File: src/hdl/bcs_pkg.sv
package bcs_pkg;
    localparam int PC_W = 16;
    localparam int PAGE_W = 11;
    localparam logic [15:0] PC_RESET = 16'h0000;
    localparam int STATES_PER_CYCLE = 6;
    localparam logic [2:0] STATE_LAST = 3'h5;
    localparam logic [2:0] STATE_S1 = 3'h0;
    localparam logic [2:0] STATE_S4 = 3'h3;
    localparam logic [7:0] OP_NOP = 8'h00;
    localparam logic [7:0] OP_LONG_JUMP = 8'h02;
    localparam logic [7:0] OP_LONG_CALL = 8'h12;
    localparam logic [7:0] OP_SUB_RETURN = 8'h22;
    localparam logic [7:0] OP_INT_RETURN = 8'h32;
    localparam logic [7:0] OP_BR_ACC_ZERO = 8'h60;
    localparam logic [7:0] OP_BR_ACC_NZ = 8'h70;
    localparam logic [7:0] OP_SHORT_JUMP = 8'h80;
    localparam logic [7:0] OP_JMP_IDX = 8'h73;
    localparam logic [7:0] OP_CMP_ACC_IMM = 8'hB4;
    localparam logic [7:0] OP_CMP_ACC_DIR = 8'hB5;
    localparam logic [7:0] OP_DEC_BR_DIR = 8'hD5;
    localparam logic [4:0] PAGE_JMP_LOW = 5'h01;
    localparam logic [4:0] PAGE_CALL_LOW = 5'h11;
    localparam logic [4:0] CMP_IND_HI = 5'h16;
    localparam logic [4:0] CMP_REG_HI = 5'h17;
    localparam logic [4:0] DEC_BR_REG_HI = 5'h1B;
    localparam logic [3:0] EXT_MOVE_HI = 4'hE;
    localparam logic [3:0] EXT_MOVE_HI2 = 4'hF;
    typedef enum {ST_IDLE_UNUSED} bcs_dummy_t;
    typedef enum {EX_FETCH, EX_OPND1, EX_OPND2, EX_EXEC, EX_EXTMOVE} bcs_exec_t;
endpackage : bcs_pkg

File: src/hdl/bcs_timing.sv
`timescale 1ns/1ps
`default_nettype none
// Machine-cycle state and phase generator
module bcs_timing
    import bcs_pkg::*;
(
    input wire logic clk_i,       // Oscillator clock
    input wire logic rst_b_i,     // Async reset, low
    output logic [2:0] state_o,   // 0..5 means S1..S6
    output logic phase2_o,        // High in second half
    output logic cycle_end_o      // End of S6 phase 2
);
    logic [2:0] state_reg;
    logic phase_reg;

    // Two oscillator periods per state, six states per cycle
    always_ff @(posedge clk_i or negedge rst_b_i)
    begin
        if (!rst_b_i)
        begin
            state_reg <= STATE_S1;
            phase_reg <= 1'b0;
        end
        else
        begin
            phase_reg <= ~phase_reg;
            if (phase_reg)
                state_reg <= (state_reg == STATE_LAST) ? STATE_S1 : state_reg + 3'h1;
        end
    end

    assign state_o = state_reg;
    assign phase2_o = phase_reg;
    assign cycle_end_o = phase_reg && (state_reg == STATE_LAST);
endmodule : bcs_timing
`default_nettype wire

File: src/hdl/bcs_branch.sv
`timescale 1ns/1ps
`default_nettype none
// Branch condition and relative target arithmetic
module bcs_branch
    import bcs_pkg::*;
(
    input wire logic [15:0] pc_next_i,  // Address after instruction
    input wire logic [7:0] rel_i,       // Signed offset byte
    input wire logic [7:0] opa_i,       // First compare operand
    input wire logic [7:0] opb_i,       // Second compare operand
    input wire logic [7:0] acc_i,       // Accumulator value
    output logic [15:0] rel_target_o,   // Relative destination
    output logic acc_zero_o,            // Accumulator is zero
    output logic differ_o,              // Operands differ
    output logic less_o,                // Unsigned opa < opb
    output logic [7:0] dec_o,           // Decremented opa
    output logic dec_nz_o               // Decrement result nonzero
);
    // Sign extend so -128..+127 from the next instruction
    assign rel_target_o = pc_next_i + {{8{rel_i[7]}}, rel_i};
    assign acc_zero_o = (acc_i == 8'h00);
    assign differ_o = (opa_i != opb_i);
    assign less_o = (opa_i < opb_i);
    assign dec_o = opa_i - 8'h01;
    assign dec_nz_o = (dec_o != 8'h00);
endmodule : bcs_branch
`default_nettype wire

File: src/hdl/bcs_sequencer.sv
`timescale 1ns/1ps
`default_nettype none
// Program-flow sequencer: fetch schedule plus jump, call, return
module bcs_sequencer
    import bcs_pkg::*;
(
    input wire logic MCLK_I,              // Oscillator clock
    input wire logic RST_B_I,             // Async reset, low
    input wire logic [7:0] CODE_I,        // Code byte from memory
    input wire logic [7:0] ACC_I,         // Accumulator contents
    input wire logic [15:0] DATA_PTR_I,   // Data pointer register
    input wire logic [7:0] OPND_I,        // Direct/indirect/register byte
    input wire logic [15:0] STACK_PC_I,   // Return address popped
    input wire logic INT_ACTIVE_I,        // Interrupt in progress
    output logic [15:0] PC_O,             // Program counter
    output logic FETCH_O,                 // Code fetch strobe
    output logic [15:0] PUSH_PC_O,        // Return address to push
    output logic PUSH_O,                  // Push strobe
    output logic POP_O,                   // Pop strobe
    output logic INT_DONE_O,              // Interrupt finished pulse
    output logic [7:0] OPND_WR_O,         // Decremented operand
    output logic OPND_WE_O,               // Operand write strobe
    output logic CARRY_O,                 // Carry flag value
    output logic CARRY_WE_O,              // Carry write strobe
    output logic [2:0] STATE_O,           // Machine state S1..S6
    output logic PHASE2_O                 // Phase two indicator
);
    logic [2:0] state;
    logic phase2;
    logic cycle_end;
    logic [15:0] pc_reg, pc_next;
    logic [7:0] ir_reg, b1_reg, b2_reg;
    logic [1:0] need_reg, got_reg;
    logic ext_second_reg;
    logic [15:0] rel_target;
    logic acc_zero, differ, less, dec_nz;
    logic [7:0] dec_val;
    logic [7:0] cmp_a, cmp_b, rel_byte;
    logic fetch_slot;
    logic fetch_reg, push_reg, pop_reg, int_done_reg, opnd_we_reg, carry_reg, carry_we_reg;
    logic [15:0] push_pc_reg;
    logic [7:0] opnd_wr_reg;
    logic [2:0] state_out_reg;
    logic phase2_out_reg;

    // Compare forms on an indirect or register byte; B0..B3 are other opcodes
    function automatic logic is_cmp_ind(input logic [7:0] op);
        return op[7:3] == CMP_REG_HI || (op[7:3] == CMP_IND_HI && op[2:1] == 2'b11);
    endfunction : is_cmp_ind

    // Any compare-and-branch form
    function automatic logic is_cmp_br(input logic [7:0] op);
        return op == OP_CMP_ACC_IMM || op == OP_CMP_ACC_DIR || is_cmp_ind(op);
    endfunction : is_cmp_br

    // Any decrement-and-branch form
    function automatic logic is_dec_br(input logic [7:0] op);
        return op == OP_DEC_BR_DIR || op[7:3] == DEC_BR_REG_HI;
    endfunction : is_dec_br

    // Operand bytes each instruction needs after the opcode
    function automatic logic [1:0] bytes_needed(input logic [7:0] op);
        logic [1:0] n;
        n = 2'd0;
        if (op == OP_LONG_JUMP || op == OP_LONG_CALL || is_cmp_br(op) || op == OP_DEC_BR_DIR)
            n = 2'd2;
        else if (op[4:0] == PAGE_JMP_LOW || op[4:0] == PAGE_CALL_LOW || op == OP_SHORT_JUMP
                 || op == OP_BR_ACC_ZERO || op == OP_BR_ACC_NZ || op[7:3] == DEC_BR_REG_HI)
            n = 2'd1;
        return n;
    endfunction : bytes_needed

    // External data move opcodes, both widths and directions
    function automatic logic is_ext_move(input logic [7:0] op);
        return (op[7:4] == EXT_MOVE_HI || op[7:4] == EXT_MOVE_HI2) && (op[3:0] == 4'h0 || op[3:1] == 3'h1);
    endfunction : is_ext_move

    bcs_timing u_timing (
        .clk_i(MCLK_I),
        .rst_b_i(RST_B_I),
        .state_o(state),
        .phase2_o(phase2),
        .cycle_end_o(cycle_end)
    );

    // Compare operands and relative byte selection per form
    always_comb
    begin
        cmp_a = ACC_I;
        cmp_b = b1_reg;
        rel_byte = b1_reg;
        if (is_cmp_br(ir_reg))
        begin
            rel_byte = b2_reg;
            if (ir_reg == OP_CMP_ACC_DIR)
                cmp_b = OPND_I;
            else if (is_cmp_ind(ir_reg))
            begin
                cmp_a = OPND_I;
                cmp_b = b1_reg;
            end
        end
        else if (ir_reg == OP_DEC_BR_DIR)
        begin
            cmp_a = OPND_I;
            rel_byte = b2_reg;
        end
        else if (ir_reg[7:3] == DEC_BR_REG_HI)
            cmp_a = OPND_I;
    end

    bcs_branch u_branch (
        .pc_next_i(pc_reg),
        .rel_i(rel_byte),
        .opa_i(cmp_a),
        .opb_i(cmp_b),
        .acc_i(ACC_I),
        .rel_target_o(rel_target),
        .acc_zero_o(acc_zero),
        .differ_o(differ),
        .less_o(less),
        .dec_o(dec_val),
        .dec_nz_o(dec_nz)
    );

    // Fetches fall in S1 and S4, phase one
    assign fetch_slot = !phase2 && (state == STATE_S1 || state == STATE_S4) && !ext_second_reg;

    // Next PC once the instruction is fully fetched
    always_comb
    begin
        pc_next = pc_reg;
        if (ir_reg == OP_LONG_JUMP || ir_reg == OP_LONG_CALL)
            pc_next = {b1_reg, b2_reg};
        else if (ir_reg[4:0] == PAGE_JMP_LOW || ir_reg[4:0] == PAGE_CALL_LOW)
            pc_next = {pc_reg[15:11], ir_reg[7:5], b1_reg};
        else if (ir_reg == OP_JMP_IDX)
            pc_next = DATA_PTR_I + {8'h00, ACC_I};
        else if (ir_reg == OP_SUB_RETURN || ir_reg == OP_INT_RETURN)
            pc_next = STACK_PC_I;
        else if (ir_reg == OP_SHORT_JUMP)
            pc_next = rel_target;
        else if ((ir_reg == OP_BR_ACC_ZERO && acc_zero) || (ir_reg == OP_BR_ACC_NZ && !acc_zero))
            pc_next = rel_target;
        else if (is_dec_br(ir_reg) && dec_nz)
            pc_next = rel_target;
        else if (is_cmp_br(ir_reg) && differ)
            pc_next = rel_target;
    end

    // Opcode and operand capture, PC advance only for used bytes
    always_ff @(posedge MCLK_I or negedge RST_B_I)
    begin
        if (!RST_B_I)
        begin
            pc_reg <= PC_RESET;
            ir_reg <= OP_NOP;
            b1_reg <= 8'h00;
            b2_reg <= 8'h00;
            need_reg <= 2'd0;
            got_reg <= 2'd0;
            ext_second_reg <= 1'b0;
        end
        else
        begin
            if (fetch_slot)
            begin
                if (state == STATE_S1 && got_reg == need_reg)
                begin
                    ir_reg <= CODE_I;
                    need_reg <= bytes_needed(CODE_I);
                    got_reg <= 2'd0;
                    pc_reg <= pc_reg + 16'h0001;
                end
                else if (got_reg != need_reg)
                begin
                    if (got_reg == 2'd0)
                        b1_reg <= CODE_I;
                    else
                        b2_reg <= CODE_I;
                    got_reg <= got_reg + 2'd1;
                    pc_reg <= pc_reg + 16'h0001;
                end
                // Otherwise the extra byte is ignored, PC held
            end
            if (cycle_end)
            begin
                // Execute at end of S6 once all bytes are present
                if (ext_second_reg)
                    ext_second_reg <= 1'b0;
                else if (is_ext_move(ir_reg) && got_reg == need_reg)
                    ext_second_reg <= 1'b1;
                if (got_reg == need_reg && !ext_second_reg)
                begin
                    pc_reg <= pc_next;
                    ir_reg <= OP_NOP;
                    need_reg <= 2'd0;
                    got_reg <= 2'd0; // Stale count would swallow the next opcode
                end
            end
        end
    end

    // Side effects issued with execution
    always_ff @(posedge MCLK_I or negedge RST_B_I)
    begin
        if (!RST_B_I)
        begin
            push_reg <= 1'b0;
            push_pc_reg <= PC_RESET;
            pop_reg <= 1'b0;
            int_done_reg <= 1'b0;
            opnd_we_reg <= 1'b0;
            opnd_wr_reg <= 8'h00;
            carry_reg <= 1'b0;
            carry_we_reg <= 1'b0;
        end
        else
        begin
            push_reg <= 1'b0;
            pop_reg <= 1'b0;
            int_done_reg <= 1'b0;
            opnd_we_reg <= 1'b0;
            carry_we_reg <= 1'b0;
            if (cycle_end && got_reg == need_reg && !ext_second_reg)
            begin
                if (ir_reg == OP_LONG_CALL || ir_reg[4:0] == PAGE_CALL_LOW)
                begin
                    push_reg <= 1'b1;
                    push_pc_reg <= pc_reg;
                end
                if (ir_reg == OP_SUB_RETURN || ir_reg == OP_INT_RETURN)
                    pop_reg <= 1'b1;
                if (ir_reg == OP_INT_RETURN && INT_ACTIVE_I)
                    int_done_reg <= 1'b1;
                if (is_dec_br(ir_reg))
                begin
                    opnd_we_reg <= 1'b1;
                    opnd_wr_reg <= dec_val;
                end
                if (is_cmp_br(ir_reg))
                begin
                    carry_we_reg <= 1'b1;
                    carry_reg <= less;
                end
            end
        end
    end

    // Registered copies of timing and fetch for the ports
    always_ff @(posedge MCLK_I or negedge RST_B_I)
    begin
        if (!RST_B_I)
        begin
            fetch_reg <= 1'b0;
            state_out_reg <= STATE_S1;
            phase2_out_reg <= 1'b0;
        end
        else
        begin
            fetch_reg <= fetch_slot;
            state_out_reg <= state;
            phase2_out_reg <= phase2;
        end
    end

    assign PC_O = pc_reg;
    assign FETCH_O = fetch_reg;
    assign PUSH_O = push_reg;
    assign PUSH_PC_O = push_pc_reg;
    assign POP_O = pop_reg;
    assign INT_DONE_O = int_done_reg;
    assign OPND_WE_O = opnd_we_reg;
    assign OPND_WR_O = opnd_wr_reg;
    assign CARRY_O = carry_reg;
    assign CARRY_WE_O = carry_we_reg;
    assign STATE_O = state_out_reg;
    assign PHASE2_O = phase2_out_reg;
endmodule : bcs_sequencer
`default_nettype wire

File: config.mk
export PLATFORM = sky130hd
export DESIGN_NAME = bcs_sequencer
export DESIGN_NICKNAME = d
export VERILOG_FILES = /design/src/hdl/bcs_pkg.sv /design/src/hdl/bcs_timing.sv /design/src/hdl/bcs_branch.sv /design/src/hdl/bcs_sequencer.sv
export SDC_FILE = /design/constraint.sdc
export NUM_CORES = 1
export LEC_CHECK = 0
export BUFFER_PORTS_ARGS = -buffer_cell sky130_fd_sc_hd__buf_2
export CAP_MARGIN = 10
export CORE_UTILIZATION = 52
export CTS_CLUSTER_SIZE = 16
export DETAILED_ROUTE_END_ITERATION = 16
export PLACE_DENSITY_LB_ADDON = 0.1
export SETUP_SLACK_MARGIN = 0.4
export SYNTH_ARGS = -nofsm -noshare
export SYNTH_HDL_FRONTEND = slang
export SYNTH_SLANG_ARGS = --single-unit
export TNS_END_PERCENT = 5
File: constraint.sdc
create_clock -name MCLK_I -period 3.9 [get_ports MCLK_I]
set_clock_uncertainty 0.15 [all_clocks]
set_input_delay 0.195 -clock MCLK_I [delete_from_list [all_inputs] [get_ports MCLK_I]]
set_output_delay 0.195 -clock MCLK_I [all_outputs]
set_load 0.02 [all_outputs]
==> impl_metrics.tcl <==
set metrics [dict create \
    outcome "finished clean" \
    drt-initial-drc-count 651 \
    fin_crit_sh 0.997 \
    drive_gt1_frac 0.337 \
    fillers 992 \
    cts_tree "done" \
    yosys.area.top_type_share 0.316 \
    root_buffer "clkbuf_16" \
    vias 6761 \
    yosys.area.top_type "dfrtp_1" \
    antenna_found_initial 0 \
    postRouteAntennaNets 0 \
    max_slew_margin 0.374 \
    final_cell_count_no_fill 1078 \
    power_density_mw_per_mm2 769 \
    endpoint_kind "flip-flop" \
    drv_slew 0 \
    p_leak_nw 3.92 \
    post_drt_wl_per_cell_um 20.4 \
    p_comb_frac 0.617 \
    max_clock_freq_ghz 0.257 \
    ys_types 89 \
    cts_made_buffers 9 \
    start_util 0.543 \
    chipWidth_um 115 \
    net-switching-power_mw 2.93 \
    cap_violations 0 \
    gr-usage-all-layers 0.332 \
    syn-num-nets 839 \
    clock_latency_ns 0.35 \
    vias_per_cell 6.27 \
    worstPathMaxFanout 5 \
    hold_violations 0 \
    antennaDiodeCount 0 \
    period_minus_slack_ns 3.89 \
    synth-edff-count 0 \
    synthCells 742 \
    seq_power_share 0.241 \
    dieArea_mm2 0.0133 \
    ys_async_sr_fraction 1.00 \
    hpwlAfterDp_mm 15.7 \
    ys_ff_latch 84 \
    place_inst 1032 \
    synth_warnings 0 \
    drc_errors 0 \
    synth.most_common_cell "dfrtp_1" \
    ir_worst_vdd_uv 411 \
    syn_area_per_cell_um2 8.97 \
    min_path_type "input pin to flip-flop" \
    drt_pre_antenna_iters 5 \
    p_clk_frac 0.142 \
    placed_area_mm2 0.00760 \
    rows 40 \
    synthFlopType "dfrtp_1" \
    setup-violations-final 0 \
    swShare 0.456 \
    worst_slew_pin_slew_ns 0.930 \
    grt_pass1_wl_mm 33.3 \
    rsz0062_at_grt "yes" \
    synthTopCellsByArea "dfrtp_1 32%, ha_1 6.8%, mux2_2 6.6%" \
    wl_mm 22.0 \
    clock-sinks 84 \
    path_clk_slew_ns 0.07 \
    nNetsFinal 1002 \
    cts_buffer_depth 2 \
    chipHeight_um 115 \
    areaGrowthSynthToFinish_pct 25.6 \
    gp_congestion 0.934 \
    synth_seq_area_share 0.316 \
    seq_area_mm2 0.00210 \
    crit_type "flip-flop to flip-flop" \
    multiInputGateArea_mm2 0.00451 \
    htree_num_levels 3 \
    arrival_ns 3.97 \
    cp.required_ns 3.98 \
    grt_pass1_vias 6366 \
    portBuffers 109 \
    core_area_mm2 0.0123 \
    intPower_mw 3.49 \
    grt_max_degree 61 \
    cp-start-kind "flip-flop" \
    synth_common_cells "84 x dfrtp_1, 72 x nand2_1, 57 x nor2_1, 49 x a21oi_1, 41 x o21ai_0" \
    ios 110 \
    stdcell_area_mm2 0.00836 \
    overflow 0 \
    syn-cell-area_mm2 0.00666 \
]
==> power by group through the flow <==
stage               registers, mW  clock network, mW  logic (mW)
CTS                          1.51              0.927        3.59
global route                 1.58              0.966        4.28
floorplan                    1.52                  0        2.29
finish                       1.55              0.916        3.96
detailed placement           1.52                  0        3.39
global placement             1.51                  0        3.32
==> metrics by stage <==
step / hold slack [ns] / setup TNS (ns) / util / power (mW) / setup WS [ns]
3_5_place_dp: 0.197 / -0.179 / 0.620 / 4.91 / -0.169
5_1_grt: 0.0177 / -0.211 / 0.682 / 6.83 / -0.0535
4_1_cts: 0.00819 / 0 / 0.657 / 6.03 / 0.0634
3_3_place_gp: 0.183 / -0.117 / 0.620 / 4.82 / -0.117
6_report: 0.0215 / 0 / 0.682 / 6.43 / 0.0101
2_1_floorplan: -0.251 / 0 / - / 3.81 / 0.185
==> layout by cell type, fill, tap and decap left out, types with 7 or more instances in the layout <==
master     instances
a21o_1             7
nand3_1           23
nand2_1           70
xor2_1             7
mux2_2            36
o21ai_0           37
nand4_1            9
inv_1             23
a21oi_1           45
ha_1              32
a211oi_1          10
xnor2_1           21
and3_1            11
o211ai_1           9
nor3_1            23
clkbuf_16          9
mux2i_1           19
nand2b_1          12
buf_2            108
dfrtp_1           82
buf_4             66
nor2_1            56
a31oi_1           13
==> cells by family after synthesis <==
group / synth area share
fa+ha+maj: 0.0737
xor+xnor: 0.0368
flops: 0.316
mux: 0.101
simple gates: 0.214
buf+inv: 0.0421
compound gates: 0.217
==> routing by layer <==
metal / track usage / part of all wire
met2: 0.538 / 0.46
met3: 0.0633 / 0.071
met1: 0.432 / 0.43
met4: 0.148 / 0.032
met5: 0 / 0
==> worst paths after layout <==
path,from,cells after the start,slack [ns],end
setup / recovery,ir_reg[5],15,0.01,PC_O[14]
hold / removal,CODE_I[1],2,0.02,b1_reg[1]
setup reg to reg,ir_reg[5],15,0.01,PC_O[14]
hold reg to reg,OPND_WR_O[7],2,0.31,OPND_WR_O[7]
max in group asynchronous,RST_B_I,3,2.41,ext_second_reg
min in group asynchronous,RST_B_I,2,0.34,OPND_WR_O[7]
==> what timing repair did <==
action / in CTS / in global routing
pin swaps: 9 / 16
gates resized for setup: 15 / 34
hold buffers: 2 / 0
endpoints found under the hold margin: 60 / 0
cloned: 0 / 1
endpoints found under the setup margin: 16 / 16
setup buffers: 7 / 20
==> worst max-delay path, stage by stage (launching register included) <==
cell,delay [ns]
dfrtp_1,0.38
nand4b_1,0.29
o32ai_4,0.30
buf_12,0.16
mux2_4,0.31
ha_4,0.17
fa_2,0.39
a211oi_4,0.34
o21ai_2,0.09
nand3b_1,0.14
buf_4,0.14
nand2_4,0.05
o41ai_4,0.29
mux2_4,0.34
o21ai_2,0.14
a21oi_1,0.08
==> layout make-up <==
type / count / share of cell area
well taps: 168 / 0.0251
inverters: 23 / 0.0103
multi-input cells: 604 / 0.540
clock inverters: 7 / 0.00972
repair buffers: 183 / 0.137
clock buffers: 9 / 0.0269
flip-flops and latches: 84 / 0.252
No activity file was read; power rests on OpenSTA's default activity.
